<file path="src/pkg/rco_pkg.sv">
// shared constants and types for the reference clock output block
`default_nettype none
package rco_pkg;

  // register bus address width (byte address, word aligned)
  localparam int unsigned REG_ADDR_W = 4;

  // register byte offsets
  localparam logic [REG_ADDR_W-1:0] OFF_CONTROL = 4'h0;
  localparam logic [REG_ADDR_W-1:0] OFF_STATUS = 4'h4;

  // axi response codes
  localparam logic [1:0] RESP_OKAY = 2'h0;
  localparam logic [1:0] RESP_SLVERR = 2'h2;

  // control register layout, msb first: bit 7 down to bit 0
  typedef struct packed {
    logic on;            // bit 7, module enable
    logic pin_drive;     // bit 6, pin output enable
    logic slew;          // bit 5, slew limiting enable
    logic [1:0] duty;    // bits 4-3, high fraction in quarters
    logic [2:0] divider; // bits 2-0, power-of-two divide
  } rco_ctrl_t;

  // control value after any reset: off, slew limited, 50 percent, undivided
  localparam logic [7:0] CTRL_RESET = 8'h30;

  // duty code that forces a constant low output
  localparam logic [1:0] DUTY_ZERO = 2'h0;

  // status register layout, low bits of the word
  typedef struct packed {
    logic osc_conflict;  // bit 3, pin taken by a crystal mode
    logic cpu_clock_out_active; // bit 2, pin carries the quarter system clock
    logic pin_refclk;    // bit 1, pin carries the reference clock
    logic running;       // bit 0, divider is counting
  } rco_status_t;

  // divider counter width, enough for divide by 128
  localparam int unsigned DIV_CNT_W = 7;

  // quarter system clock generator: last count and high length
  localparam logic [1:0] FOSC4_LAST = 2'h3;
  localparam logic [1:0] FOSC4_HIGH = 2'h2;

  // what the shared pin carries, gray coded
  typedef enum logic [1:0] {
    PIN_IDLE = 2'b00,
    PIN_REFCLK = 2'b01,
    PIN_FOSC4 = 2'b11,
    PIN_OSC = 2'b10
  } rco_pin_src_t;

endpackage
`default_nettype wire

</file>
<file path="src/rtl/rco_divider.sv">
// power-of-two divider with quarter-step duty shaping
`timescale 1ns/100ps
`default_nettype none
module rco_divider
  import rco_pkg::*;
(
  input wire logic aclk,
  input wire logic aresetn,
  input wire logic run,
  input wire logic freeze,
  input wire logic restart,
  input wire logic [2:0] div_sel,
  input wire logic [1:0] duty_sel,
  output logic clk_out
);

  // last count of one output period, 2^div - 1
  function automatic logic [DIV_CNT_W-1:0] period_last(
    input logic [2:0] d
  );
    logic [7:0] p;
    p = 8'h01 << d;
    period_last = DIV_CNT_W'(p - 8'h01);
  endfunction

  // high length in cycles; zero only for duty zero, never a full period unless undivided
  function automatic logic [7:0] high_len(
    input logic [2:0] d,
    input logic [1:0] dc
  );
    logic [9:0] prod;
    logic [7:0] q;
    logic [7:0] per;
    per = 8'h01 << d;
    prod = {2'h0, per} * {8'h00, dc};
    q = prod[9:2];
    if (dc == DUTY_ZERO) begin
      high_len = 8'h00;
    end else if (d == 3'h0) begin
      high_len = 8'h01;
    end else if (q == 8'h00) begin
      high_len = 8'h01;
    end else if (q >= per) begin
      high_len = per - 8'h01;
    end else begin
      high_len = q;
    end
  endfunction

  logic [DIV_CNT_W-1:0] cnt; // position inside the period
  logic [DIV_CNT_W-1:0] next_cnt;

  // next count: wraps at the selected period
  always_comb begin
    if (!run || restart) begin
      next_cnt = '0;
    end else if (cnt >= period_last(div_sel)) begin
      next_cnt = '0;
    end else begin
      next_cnt = cnt + DIV_CNT_W'(1);
    end
  end

  // counter, frozen while the system clock is stopped
  always_ff @(posedge aclk) begin
    if (!aresetn) begin
      cnt <= '0;
    end else if (!freeze) begin
      cnt <= next_cnt;
    end
  end

  // shaped output; holds its level when frozen
  always_ff @(posedge aclk) begin
    if (!aresetn) begin
      clk_out <= 1'b0;
    end else if (!freeze) begin
      clk_out <= run && !restart &&
        ({1'b0, next_cnt} < high_len(div_sel, duty_sel));
    end
  end

endmodule
`default_nettype wire

</file>
<file path="src/rtl/rco_top.sv">
// reference clock output block with its axi4-lite register slave
//
// The address map and the AXI4-Lite slave port were decided locally.
`timescale 1ns/100ps
`default_nettype none
module rco_top
  import rco_pkg::*;
(
  input wire logic aclk,
  input wire logic aresetn,
  // axi4-lite write address channel
  input wire logic s_axi_awvalid,
  output logic s_axi_awready,
  input wire logic [REG_ADDR_W-1:0] s_axi_awaddr,
  // axi4-lite write data channel
  input wire logic s_axi_wvalid,
  output logic s_axi_wready,
  input wire logic [31:0] s_axi_wdata,
  input wire logic [3:0] s_axi_wstrb,
  // axi4-lite write response channel
  output logic s_axi_bvalid,
  input wire logic s_axi_bready,
  output logic [1:0] s_axi_bresp,
  // axi4-lite read address channel
  input wire logic s_axi_arvalid,
  output logic s_axi_arready,
  input wire logic [REG_ADDR_W-1:0] s_axi_araddr,
  // axi4-lite read data channel
  output logic s_axi_rvalid,
  input wire logic s_axi_rready,
  output logic [31:0] s_axi_rdata,
  output logic [1:0] s_axi_rresp,
  // device state, same clock domain
  input wire logic sleep_active,
  input wire logic low_power_crystal_mode,
  input wire logic standard_crystal_mode,
  input wire logic high_speed_crystal_mode,
  input wire logic cpu_cpu_clock_out_disable_n,
  // shared pin and modulator feed
  output logic refclk_out_pin,
  output logic refclk_out_pin_oe_n,
  output logic refclk_slew_limit,
  output logic refclk_modulator_clk
);

  // control register and its decoded view
  logic [7:0] ctrl_q;
  rco_ctrl_t ctrl;
  // decoded reset value, so reset branches name fields, not bit positions
  localparam rco_ctrl_t CTRL_AT_RESET = rco_ctrl_t'(CTRL_RESET);
  assign ctrl = rco_ctrl_t'(ctrl_q);

  // write channel holding state
  logic aw_held; // address captured, waiting for data
  logic w_held;  // data captured, waiting for address
  logic [REG_ADDR_W-1:0] aw_addr_q;
  logic [31:0] w_data_q;
  logic [3:0] w_strb_q;
  logic next_aw_held;
  logic next_w_held;
  logic next_bvalid;
  logic do_write; // both halves present, commit this cycle

  // read channel next values
  logic next_rvalid;
  logic ar_take;

  // divider control
  logic restart;     // one-cycle restart after a field change
  logic div_clk;     // shaped clock from the divider
  logic write_ctrl;  // commit to the control register
  rco_ctrl_t wr_val; // value being written

  // pin routing
  logic osc_conflict;
  logic cpu_clock_out_active;
  rco_pin_src_t pin_src;
  logic [1:0] fosc4_cnt; // quarter system clock phase
  logic fosc4_level;
  rco_status_t status;

  // write commit decode
  assign do_write = aw_held && w_held && !s_axi_bvalid;
  assign write_ctrl = do_write && (aw_addr_q == OFF_CONTROL) &&
    w_strb_q[0];
  assign wr_val = rco_ctrl_t'(w_data_q[7:0]);
  assign ar_take = s_axi_arvalid && s_axi_arready;

  // next state of the write channel holders and response
  always_comb begin
    next_aw_held = aw_held;
    next_w_held = w_held;
    if (s_axi_awvalid && s_axi_awready) begin
      next_aw_held = 1'b1;
    end
    if (s_axi_wvalid && s_axi_wready) begin
      next_w_held = 1'b1;
    end
    if (do_write) begin
      next_aw_held = 1'b0;
      next_w_held = 1'b0;
    end
    if (s_axi_bvalid) begin
      next_bvalid = !s_axi_bready;
    end else begin
      next_bvalid = do_write;
    end
  end

  // read response next state
  always_comb begin
    if (s_axi_rvalid) begin
      next_rvalid = !s_axi_rready;
    end else begin
      next_rvalid = ar_take;
    end
  end

  // write address and data capture; either may come first
  always_ff @(posedge aclk) begin
    if (!aresetn) begin
      aw_held <= 1'b0;
      w_held <= 1'b0;
      aw_addr_q <= '0;
      w_data_q <= '0;
      w_strb_q <= '0;
    end else begin
      aw_held <= next_aw_held;
      w_held <= next_w_held;
      if (s_axi_awvalid && s_axi_awready) begin
        aw_addr_q <= s_axi_awaddr;
      end
      if (s_axi_wvalid && s_axi_wready) begin
        w_data_q <= s_axi_wdata;
        w_strb_q <= s_axi_wstrb;
      end
    end
  end

  // ready flags registered, each low while its own half waits or a response is due
  always_ff @(posedge aclk) begin
    if (!aresetn) begin
      s_axi_awready <= 1'b0;
      s_axi_wready <= 1'b0;
    end else begin
      s_axi_awready <= !next_aw_held && !next_bvalid;
      s_axi_wready <= !next_w_held && !next_bvalid;
    end
  end

  // write response; unmapped offsets answer slverr
  always_ff @(posedge aclk) begin
    if (!aresetn) begin
      s_axi_bvalid <= 1'b0;
      s_axi_bresp <= RESP_OKAY;
    end else begin
      s_axi_bvalid <= next_bvalid;
      if (do_write) begin
        if (aw_addr_q == OFF_CONTROL) begin
          s_axi_bresp <= RESP_OKAY;
        end else if (aw_addr_q == OFF_STATUS) begin
          s_axi_bresp <= RESP_OKAY; // read-only, write dropped
        end else begin
          s_axi_bresp <= RESP_SLVERR;
        end
      end
    end
  end

  // control register; a disabled module after any reset
  always_ff @(posedge aclk) begin
    if (!aresetn) begin
      ctrl_q <= CTRL_RESET;
    end else if (write_ctrl) begin
      ctrl_q <= w_data_q[7:0];
    end
  end

  // restart the divider when a shaping field changes while running;
  // trading one period of phase for clean pulse widths
  always_ff @(posedge aclk) begin
    if (!aresetn) begin
      restart <= 1'b0;
    end else if (!sleep_active) begin
      restart <= write_ctrl && ctrl.on && wr_val.on &&
        ((wr_val.divider != ctrl.divider) ||
         (wr_val.duty != ctrl.duty));
    end
  end

  // read channel; one request at a time, data one cycle later
  always_ff @(posedge aclk) begin
    if (!aresetn) begin
      s_axi_arready <= 1'b0;
      s_axi_rvalid <= 1'b0;
      s_axi_rdata <= '0;
      s_axi_rresp <= RESP_OKAY;
    end else begin
      s_axi_arready <= !next_rvalid;
      s_axi_rvalid <= next_rvalid;
      if (ar_take) begin
        if (s_axi_araddr == OFF_CONTROL) begin
          s_axi_rdata <= {24'h000000, ctrl_q};
          s_axi_rresp <= RESP_OKAY;
        end else if (s_axi_araddr == OFF_STATUS) begin
          s_axi_rdata <= {28'h0000000, status};
          s_axi_rresp <= RESP_OKAY;
        end else begin
          s_axi_rdata <= '0;
          s_axi_rresp <= RESP_SLVERR;
        end
      end
    end
  end

  // divider fed by the system clock only, whatever the oscillator mode
  rco_divider u_div (
    .aclk(aclk),
    .aresetn(aresetn),
    .run(ctrl.on),
    .freeze(sleep_active),
    .restart(restart),
    .div_sel(ctrl.divider),
    .duty_sel(ctrl.duty),
    .clk_out(div_clk)
  );

  // modulator sees the divided clock regardless of pin conflicts
  assign refclk_modulator_clk = div_clk;

  // pin conflict decode
  assign osc_conflict = low_power_crystal_mode || standard_crystal_mode ||
    high_speed_crystal_mode;
  assign cpu_clock_out_active = !cpu_cpu_clock_out_disable_n;

  // pin source; crystal modes own the pin, then clock-out, then refclk
  always_comb begin
    if (osc_conflict) begin
      pin_src = PIN_OSC;
    end else if (cpu_clock_out_active) begin
      pin_src = PIN_FOSC4;
    end else if (ctrl.on && ctrl.pin_drive) begin
      pin_src = PIN_REFCLK;
    end else begin
      pin_src = PIN_IDLE;
    end
  end

  // status view of the block
  always_comb begin
    status.osc_conflict = osc_conflict;
    status.cpu_clock_out_active = cpu_clock_out_active && !osc_conflict;
    status.pin_refclk = (pin_src == PIN_REFCLK);
    status.running = ctrl.on && !sleep_active;
  end

  // quarter system clock, 2 high and 2 low, stops in sleep
  always_ff @(posedge aclk) begin
    if (!aresetn) begin
      fosc4_cnt <= '0;
    end else if (!sleep_active) begin
      fosc4_cnt <= (fosc4_cnt == FOSC4_LAST) ? 2'h0 : fosc4_cnt + 2'h1;
    end
  end
  assign fosc4_level = (fosc4_cnt < FOSC4_HIGH);

  // pin drive; a flop keeps glitches off the pin, and sleep holds it
  always_ff @(posedge aclk) begin
    if (!aresetn) begin
      refclk_out_pin <= 1'b0;
      refclk_out_pin_oe_n <= 1'b1;
    end else if (!sleep_active) begin
      case (pin_src)
        PIN_OSC: begin
          refclk_out_pin <= 1'b0;
          refclk_out_pin_oe_n <= 1'b1;
        end
        PIN_FOSC4: begin
          refclk_out_pin <= fosc4_level;
          refclk_out_pin_oe_n <= 1'b0;
        end
        PIN_REFCLK: begin
          refclk_out_pin <= div_clk;
          refclk_out_pin_oe_n <= 1'b0;
        end
        default: begin
          refclk_out_pin <= 1'b0;
          refclk_out_pin_oe_n <= 1'b1;
        end
      endcase
    end
  end

  // slew limit follows the control bit
  always_ff @(posedge aclk) begin
    if (!aresetn) begin
      refclk_slew_limit <= CTRL_AT_RESET.slew;
    end else begin
      refclk_slew_limit <= ctrl.slew;
    end
  end

endmodule
`default_nettype wire

</file>
<file path="config.mk">
export PLATFORM = sky130hd
export DESIGN_NAME = rco_top
export DESIGN_NICKNAME = d
export VERILOG_FILES = /design/src/pkg/rco_pkg.sv /design/src/rtl/rco_divider.sv /design/src/rtl/rco_top.sv
export SDC_FILE = /design/constraint.sdc
export NUM_CORES = 1
export LEC_CHECK = 0
export BUFFER_PORTS_ARGS = -buffer_cell sky130_fd_sc_hd__buf_2
export CAP_MARGIN = 30
export CELL_PAD_IN_SITES_DETAIL_PLACEMENT = 1
export CELL_PAD_IN_SITES_GLOBAL_PLACEMENT = 2
export CORE_MARGIN = 4
export CORE_UTILIZATION = 31
export CTS_BUF_LIST = sky130_fd_sc_hd__clkbuf_8
export CTS_CLUSTER_DIAMETER = 120
export DETAILED_ROUTE_END_ITERATION = 8
export GPL_TIMING_DRIVEN = 0
export PLACE_DENSITY = 0.93
export SLEW_MARGIN = 10
export SYNTH_ARGS = -nofsm -noshare
export SYNTH_HDL_FRONTEND = slang
export SYNTH_HIERARCHICAL = 1
export SYNTH_SLANG_ARGS = --single-unit
</file>
<file path="constraint.sdc">
create_clock -name aclk -period 6 [get_ports aclk]
set_input_delay 0 -clock aclk [delete_from_list [all_inputs] [get_ports aclk]]
set_output_delay 0 -clock aclk [all_outputs]
set_load 0.005 [all_outputs]
</file>
Yosys cells after proc, flatten, opt, wreduce, memory -nomap -nowiden

Index checks and enable logic that the tools add are counted.

Equality and inequality tests: 7
$mul: 1
Shifts and indexed selects: 1
Reduce and logical (&&, ||, !) cells: 39
Mux-type cells: 26
Magnitude comparators: 4
$add $sub $neg: 3

Operators by type and width:

| cell                | number |
|---|---|
| $mux 8              | 7 |
| $logic_and 1x1->1   | 17 |
| $mux 2              | 7 |
| $mux 7              | 2 |
| $logic_not 1->1     | 12 |
| $mul 8x2->10        | 1 |
| $eq 4x3->1 const B  | 2 |
| $ge 8x8->1          | 1 |
| $logic_not 4->1     | 2 |
| $logic_not 8->1     | 1 |
| $lt 7x8->1          | 1 |
| $mux 1              | 8 |
| $shl 1x3->8 const A | 1 |
| $sub 8x1->8 const B | 1 |
| $add 7x1->7 const B | 1 |
| $ge 7x7->1          | 1 |
| $eq 2x2->1 const B  | 2 |
| $logic_or 1x1->1    | 4 |
| $mux 4              | 1 |
| $logic_not 3->1     | 1 |
| $ne 3x3->1          | 1 |
| $add 2x1->2 const B | 1 |
| $eq 2x1->1 const B  | 1 |
| $logic_not 2->1     | 1 |
| 4 further kinds     | 4 |

Input bits: 56
Register bits after elaboration: 78

Longest topological paths before layout

Word-level depth: 11
Depth in mapped cells: 24
Depth with buffers taken out: 23

Hierarchy

The synthesis kept the hierarchy.

By module, submodules not included:

| module      | sequential area each (um^2) | area each (um^2) | times used | cells an instance |
|---|---|---|---|---|
| rco_top     | 880.8                       | 1,908.1          | 1          | 214 |
| rco_divider | 160.2                       | 1,597.8          | 1          | 214 |

Least setup slack after synthesis

No wires, ideal clock.

Path kind: register to register
Start point: reg ctrl_q[2] (netlist: ctrl[2])
End point: reg u_div.clk_out
Setup slack: 1.488 ns
Arrival: 4.449 ns
Required time: 5.937 ns
Path buffers: 1
Period minus slack after synthesis: 4.512 ns
Stages on the path, launching flop included: 22
Path through: dfxtp_1 -> clkbuf_2 -> inv_1 -> nor2_1 -> inv_1 -> or2_2 -> nor2_1 -> ha_1 -> or4b_1 -> nand3_2 -> ha_1 -> and3_1 -> a221oi_1 -> o21ai_2 -> mux2_2 -> nand3_1 -> ha_1 -> a211oi_1 -> o2111a_1 -> o31a_1 -> nand4_1 -> nand3b_1

Word-level cells in the longest chain between the ends: 11
Elaborated cells on any way between the ends: 17

Ends and longest elaborated chain:

| what                   | RTL line          | text |
|---|---|---|
| from (decl)            | rco_top.sv:47     | `logic [7:0] ctrl_q;` |
| from (signal assigned) | rco_top.sv:175    | `ctrl_q <= w_data_q[7:0];` |
| $shl 1x3->8            | rco_divider.sv:22 | `p = 8'h01 << d;` |
| $mul 8x2->10           | rco_divider.sv:35 | `prod = {2'h0, per} * {8'h00, dc};` |
| $ge 8x8->1             | rco_divider.sv:43 | `end else if (q >= per) begin` |
| $mux 8                 | rco_divider.sv:43 |  |
| $mux 8                 | rco_divider.sv:41 | `end else if (q == 8'h00) begin` |
| $mux 8                 | rco_divider.sv:39 | `end else if (d == 3'h0) begin` |
| $mux 8                 | rco_divider.sv:37 | `if (dc == DUTY_ZERO) begin` |
| $mux 8                 | rco_divider.sv:77 | `end else if (!freeze) begin` |
| $mux 8                 | rco_divider.sv:75 | `if (!aresetn) begin` |
| $lt 7x8->1 (*)         | rco_divider.sv:79 | `({1'b0, next_cnt} < high_len(div_sel, duty_sel));` |
| $logic_and 1x1->1 (*)  | rco_divider.sv:78 | `clk_out <= run && !restart &&` |
| to (signal assigned)   | rco_divider.sv:78 |  |
| to (decl)              | rco_divider.sv:14 | `output logic clk_out` |

Mark *: on every way between the ends. The rest lies on a longest branch, timed or not. The select of a mux whose other input is x is not followed.
A chain may end at the register's enable or synchronous reset.

Worst setup path after layout

Same ends and word-level chain as after synthesis.

==> flow_metrics.env <==
export IMPL_status="finished clean"
export IMPL_io_buffer_count=47
export IMPL_viasPerCell=4.91
export IMPL_crit_path_end_kind="register"
export IMPL_setup_violations=0
export IMPL_leakage_uw=0.00191
export IMPL_seq_area_mm2=0.00104
export IMPL_tightest_slew_ns=0.566
export IMPL_max_freq_ghz=0.189
export IMPL_irDropWorstVdd_mv=0.134
export IMPL_cp_cell_sequence="clkbuf_2, inv_1, nor2_1, inv_1, or2_2, nor2_1, ha_1, or4b_1, nand3_2, ha_1, and3_1, a221oi_1, o21ai_2, mux2_2, nand3_1, ha_1, a211oi_1, o2111a_1, o31a_1, nand4_1, nand3b_1"
export IMPL_die_area_mm2=0.0131
export IMPL_powerDensity_mw_per_mm2=157
export IMPL_critPathLaunchType="register"
export IMPL_fin_crit_sh=0.880
export IMPL_hold_viol_final=0
export IMPL_layout_drive_gt1_share=0.198
export IMPL_crit_fanout=8
export IMPL_gr_total_overflow=0
export IMPL_first_pass_iters=4
export IMPL_arrival_ns=5.53
export IMPL_grt_pass1_wl_um=16900
export IMPL_drt_total_wl_um=9810
export IMPL_route_detailed_drc=0
export IMPL_max_slew_margin=0.618
export IMPL_avgSynthCellArea_um2=8.19
export IMPL_fillCellCount=1360
export IMPL_cts_root_buf="clkbuf_8"
export IMPL_clkTransAtPathRegs_ns=0.11
export IMPL_cts_buffer_depth=2
export IMPL_crit_family="simple AND/OR/NAND/NOR gates"
export IMPL_rsz0062_at_grt="false"
export IMPL_hpwl_um=7650
export IMPL_worstPathRequired_ns=6.25
export IMPL_gp_routability_congestion=0.811
export IMPL_yosysSeqAreaShare=0.297
export IMPL_synth_seq_cells=52
export IMPL_synth_area_mm2=0.00351
export IMPL_htreeDepth=2
export IMPL_synth_flop_cell="dfxtp_1"
export IMPL_antenna_left=0
export IMPL_hold_path_class="input port to register"
export IMPL_cts_sinks=52
export IMPL_cpMostUsedCell="ha_1"
export IMPL_wl_per_cell_um=14.7
export IMPL_grt_max_degree=18
export IMPL_fin_crit_ns=5.28
export IMPL_cts_tree="done"
export IMPL_ys_types=58
export IMPL_cts_buffers=5
export IMPL_area_delta_synth_final_pct=22.5
export IMPL_crit_slowest_cell="or4b_1"
export IMPL_io_pins=101
export IMPL_diodes=0
export IMPL_clock_skew_ns=0.0131
export IMPL_finalNonFillerCells=666
export IMPL_critical_path_class="register to register"
export IMPL_std_cell_rows=38
export IMPL_start_util=0.321
export IMPL_clkLatencyLatePin_ns=0.31
export IMPL_postCtsSetupRepairBufs=0
export IMPL_multi_input_area_mm2=0.00221
export IMPL_pre_cts_slack_ns=0.676
export IMPL_grtUsageTotal=0.155
export IMPL_critical_path_buf_inv_count=3
export IMPL_die_x_um=114
export IMPL_vias=3272
export IMPL_tns_ns=0
export IMPL_setup_ws_ns=0.720
export IMPL_grt_pass1_vias=3587
export IMPL_yosys_warnings=6
export IMPL_cap_violations=0
export IMPL_antenna_found_initial=0
export IMPL_core_area_mm2=0.0109
export IMPL_drt_iter0_markers=80
export IMPL_dp_cells=640
export IMPL_die_y_um=114
export IMPL_slowest_delay_ns=0.56
export IMPL_synth_edf_count=0
export IMPL_syn_inst=428
export IMPL_postSynth_asyncResetShare=0
export IMPL_nets=612
export IMPL_slew_viol_final=0
-- layout by cell type (no fill, tap or decap), types with 3 or more instances in the layout --
cell | synthesis | routed
clkbuf_8 | 2 | 8
dlygate4sd3_1 | 0 | 18
clkbuf_1 | 6 | 6
conb_1 | 2 | 27
a22oi_1 | 9 | 9
o211ai_1 | 4 | 4
o31ai_1 | 5 | 5
dfxtp_1 | 52 | 52
and2_1 | 6 | 6
inv_1 | 19 | 19
nand3_1 | 17 | 17
ha_1 | 30 | 30
buf_4 | 26 | 26
o21ai_0 | 6 | 6
mux2_2 | 4 | 4
nor2_1 | 55 | 55
and3_1 | 5 | 5
buf_2 | 3 | 50
a21oi_1 | 27 | 27
a211oi_1 | 6 | 5
nor2b_1 | 8 | 8
nand2b_1 | 5 | 5
nor3_1 | 11 | 11
xor2_1 | 12 | 12
nand2_1 | 43 | 43
mux2i_1 | 14 | 14
xnor2_1 | 6 | 6
nand3b_1 | 3 | 3
-- logic make-up (layout without fill, tap and decap cells) --
| group | after synthesis | count (layout) | share of synthesized area |
|---|---|---|---|
| other | 2 | 27 | 0.00214 |
| AND/OR/NAND/NOR | 170 | 170 | 0.242 |
| buffers and inverters | 59 | 132 | 0.100 |
| flip-flops | 52 | 52 | 0.297 |
| adder cells (fa/ha/maj) | 31 | 31 | 0.113 |
| AO/OA/AOI/OAI | 78 | 78 | 0.148 |
| XOR/XNOR | 18 | 18 | 0.0450 |
| multiplexers | 18 | 18 | 0.0528 |
-- cells in the mapped netlist (all sizes together) (3+ instances only) --
master | number | area (µm²)
ha | 30 | 375
nand2 | 43 | 161
and2 | 6 | 37.5
nor2 | 55 | 206
nand2b | 5 | 31.3
nor3 | 13 | 75.1
dfxtp | 52 | 1040
buf | 30 | 221
mux2i | 14 | 140
o211ai | 4 | 30.0
a22oi | 9 | 67.6
xnor2 | 6 | 52.6
a21oi | 27 | 135
o31ai | 5 | 37.5
nand3 | 19 | 105
mux2 | 4 | 45.0
inv | 19 | 71.3
o21ai | 9 | 52.6
and3 | 5 | 31.3
xor2 | 12 | 105
a211oi | 7 | 57.6
nor2b | 8 | 50.1
clkbuf | 9 | 55.1
nand3b | 3 | 22.5
-- worst paths after layout --
path,cells after the start,to,slack [ns],from
min,2,u_div/cnt[5]$_SDFFE_PN0N_,0.02,aresetn
max,21,u_div/clk_out$_SDFFE_PN0N_,0.72,ctrl[2]$_SDFFE_PN0P_
max reg2reg,21,u_div/clk_out$_SDFFE_PN0N_,0.72,ctrl[2]$_SDFFE_PN0P_
min reg2reg,2,w_strb_q[0]$_SDFFE_PN0P_,0.47,w_strb_q[0]$_SDFFE_PN0P_
-- metrics by stage --
| step | hold slack, ns | power [µW] | util | area, µm² |
|---|---|---|---|---|
| after floorplan | 0.122 | 419 | - | 3600 |
| after global placement | 0.250 | 444 | 0.367 | 4010 |
| after detailed placement | 0.255 | 446 | 0.367 | 4010 |
| after CTS | 0.00825 | 679 | 0.392 | 4290 |
| after global routing | 0.0305 | 708 | 0.393 | 4300 |
| final | 0.0224 | 674 | 0.393 | 4300 |
-- power breakdown --
part | switching, µW | leakage, µW | total, µW | internal (µW)
clock | 128 | 0.0000522 | 225 | 97.0
sequential | 7.70 | 0.000422 | 363 | 355
combinational | 41.8 | 0.00144 | 86.0 | 44.3
-- cell type report --
class                      instances  area share
timing repair buffer              65      0.0967
clock buffer                       6      0.0192
clock inverter                     2     0.00408
tap                              140      0.0408
sequential                        52       0.242
multi-input combinational        342       0.515
inverter                          20      0.0175
buffer                            39      0.0644
-- routing by layer --
layer | vias up | GRT usage | share of wire | wire [µm]
met5 | - | 0 | 0 | 0
met4 | 0 | 0.0261 | 0.011 | 108
met2 | 52 | 0.301 | 0.53 | 5230
met1 | 1575 | 0.182 | 0.43 | 4200
li1 | 1633 | - | - | -
met3 | 12 | 0.0222 | 0.027 | 266
-- state kept, by name, summed over array words and instances (netlist names), 2 cells and up --
| signal | count |
|---|---|
| w_data_q | 8 |
| aw_addr_q | 4 |
| fosc4_cnt | 2 |
| ctrl | 8 |
| u_div/cnt | 7 |
| s_axi_rdata | 8 |
-- what timing repair did --
| action | in CTS | in global routing |
|---|---|---|
| setup endpoints to repair | 0 | 1 |
| hold buffers | 18 | 0 |
| endpoints found under the hold margin | 16 | 0 |
| gates resized for setup | 0 | 1 |
Note: power is estimated with default switching activity, not from simulation.
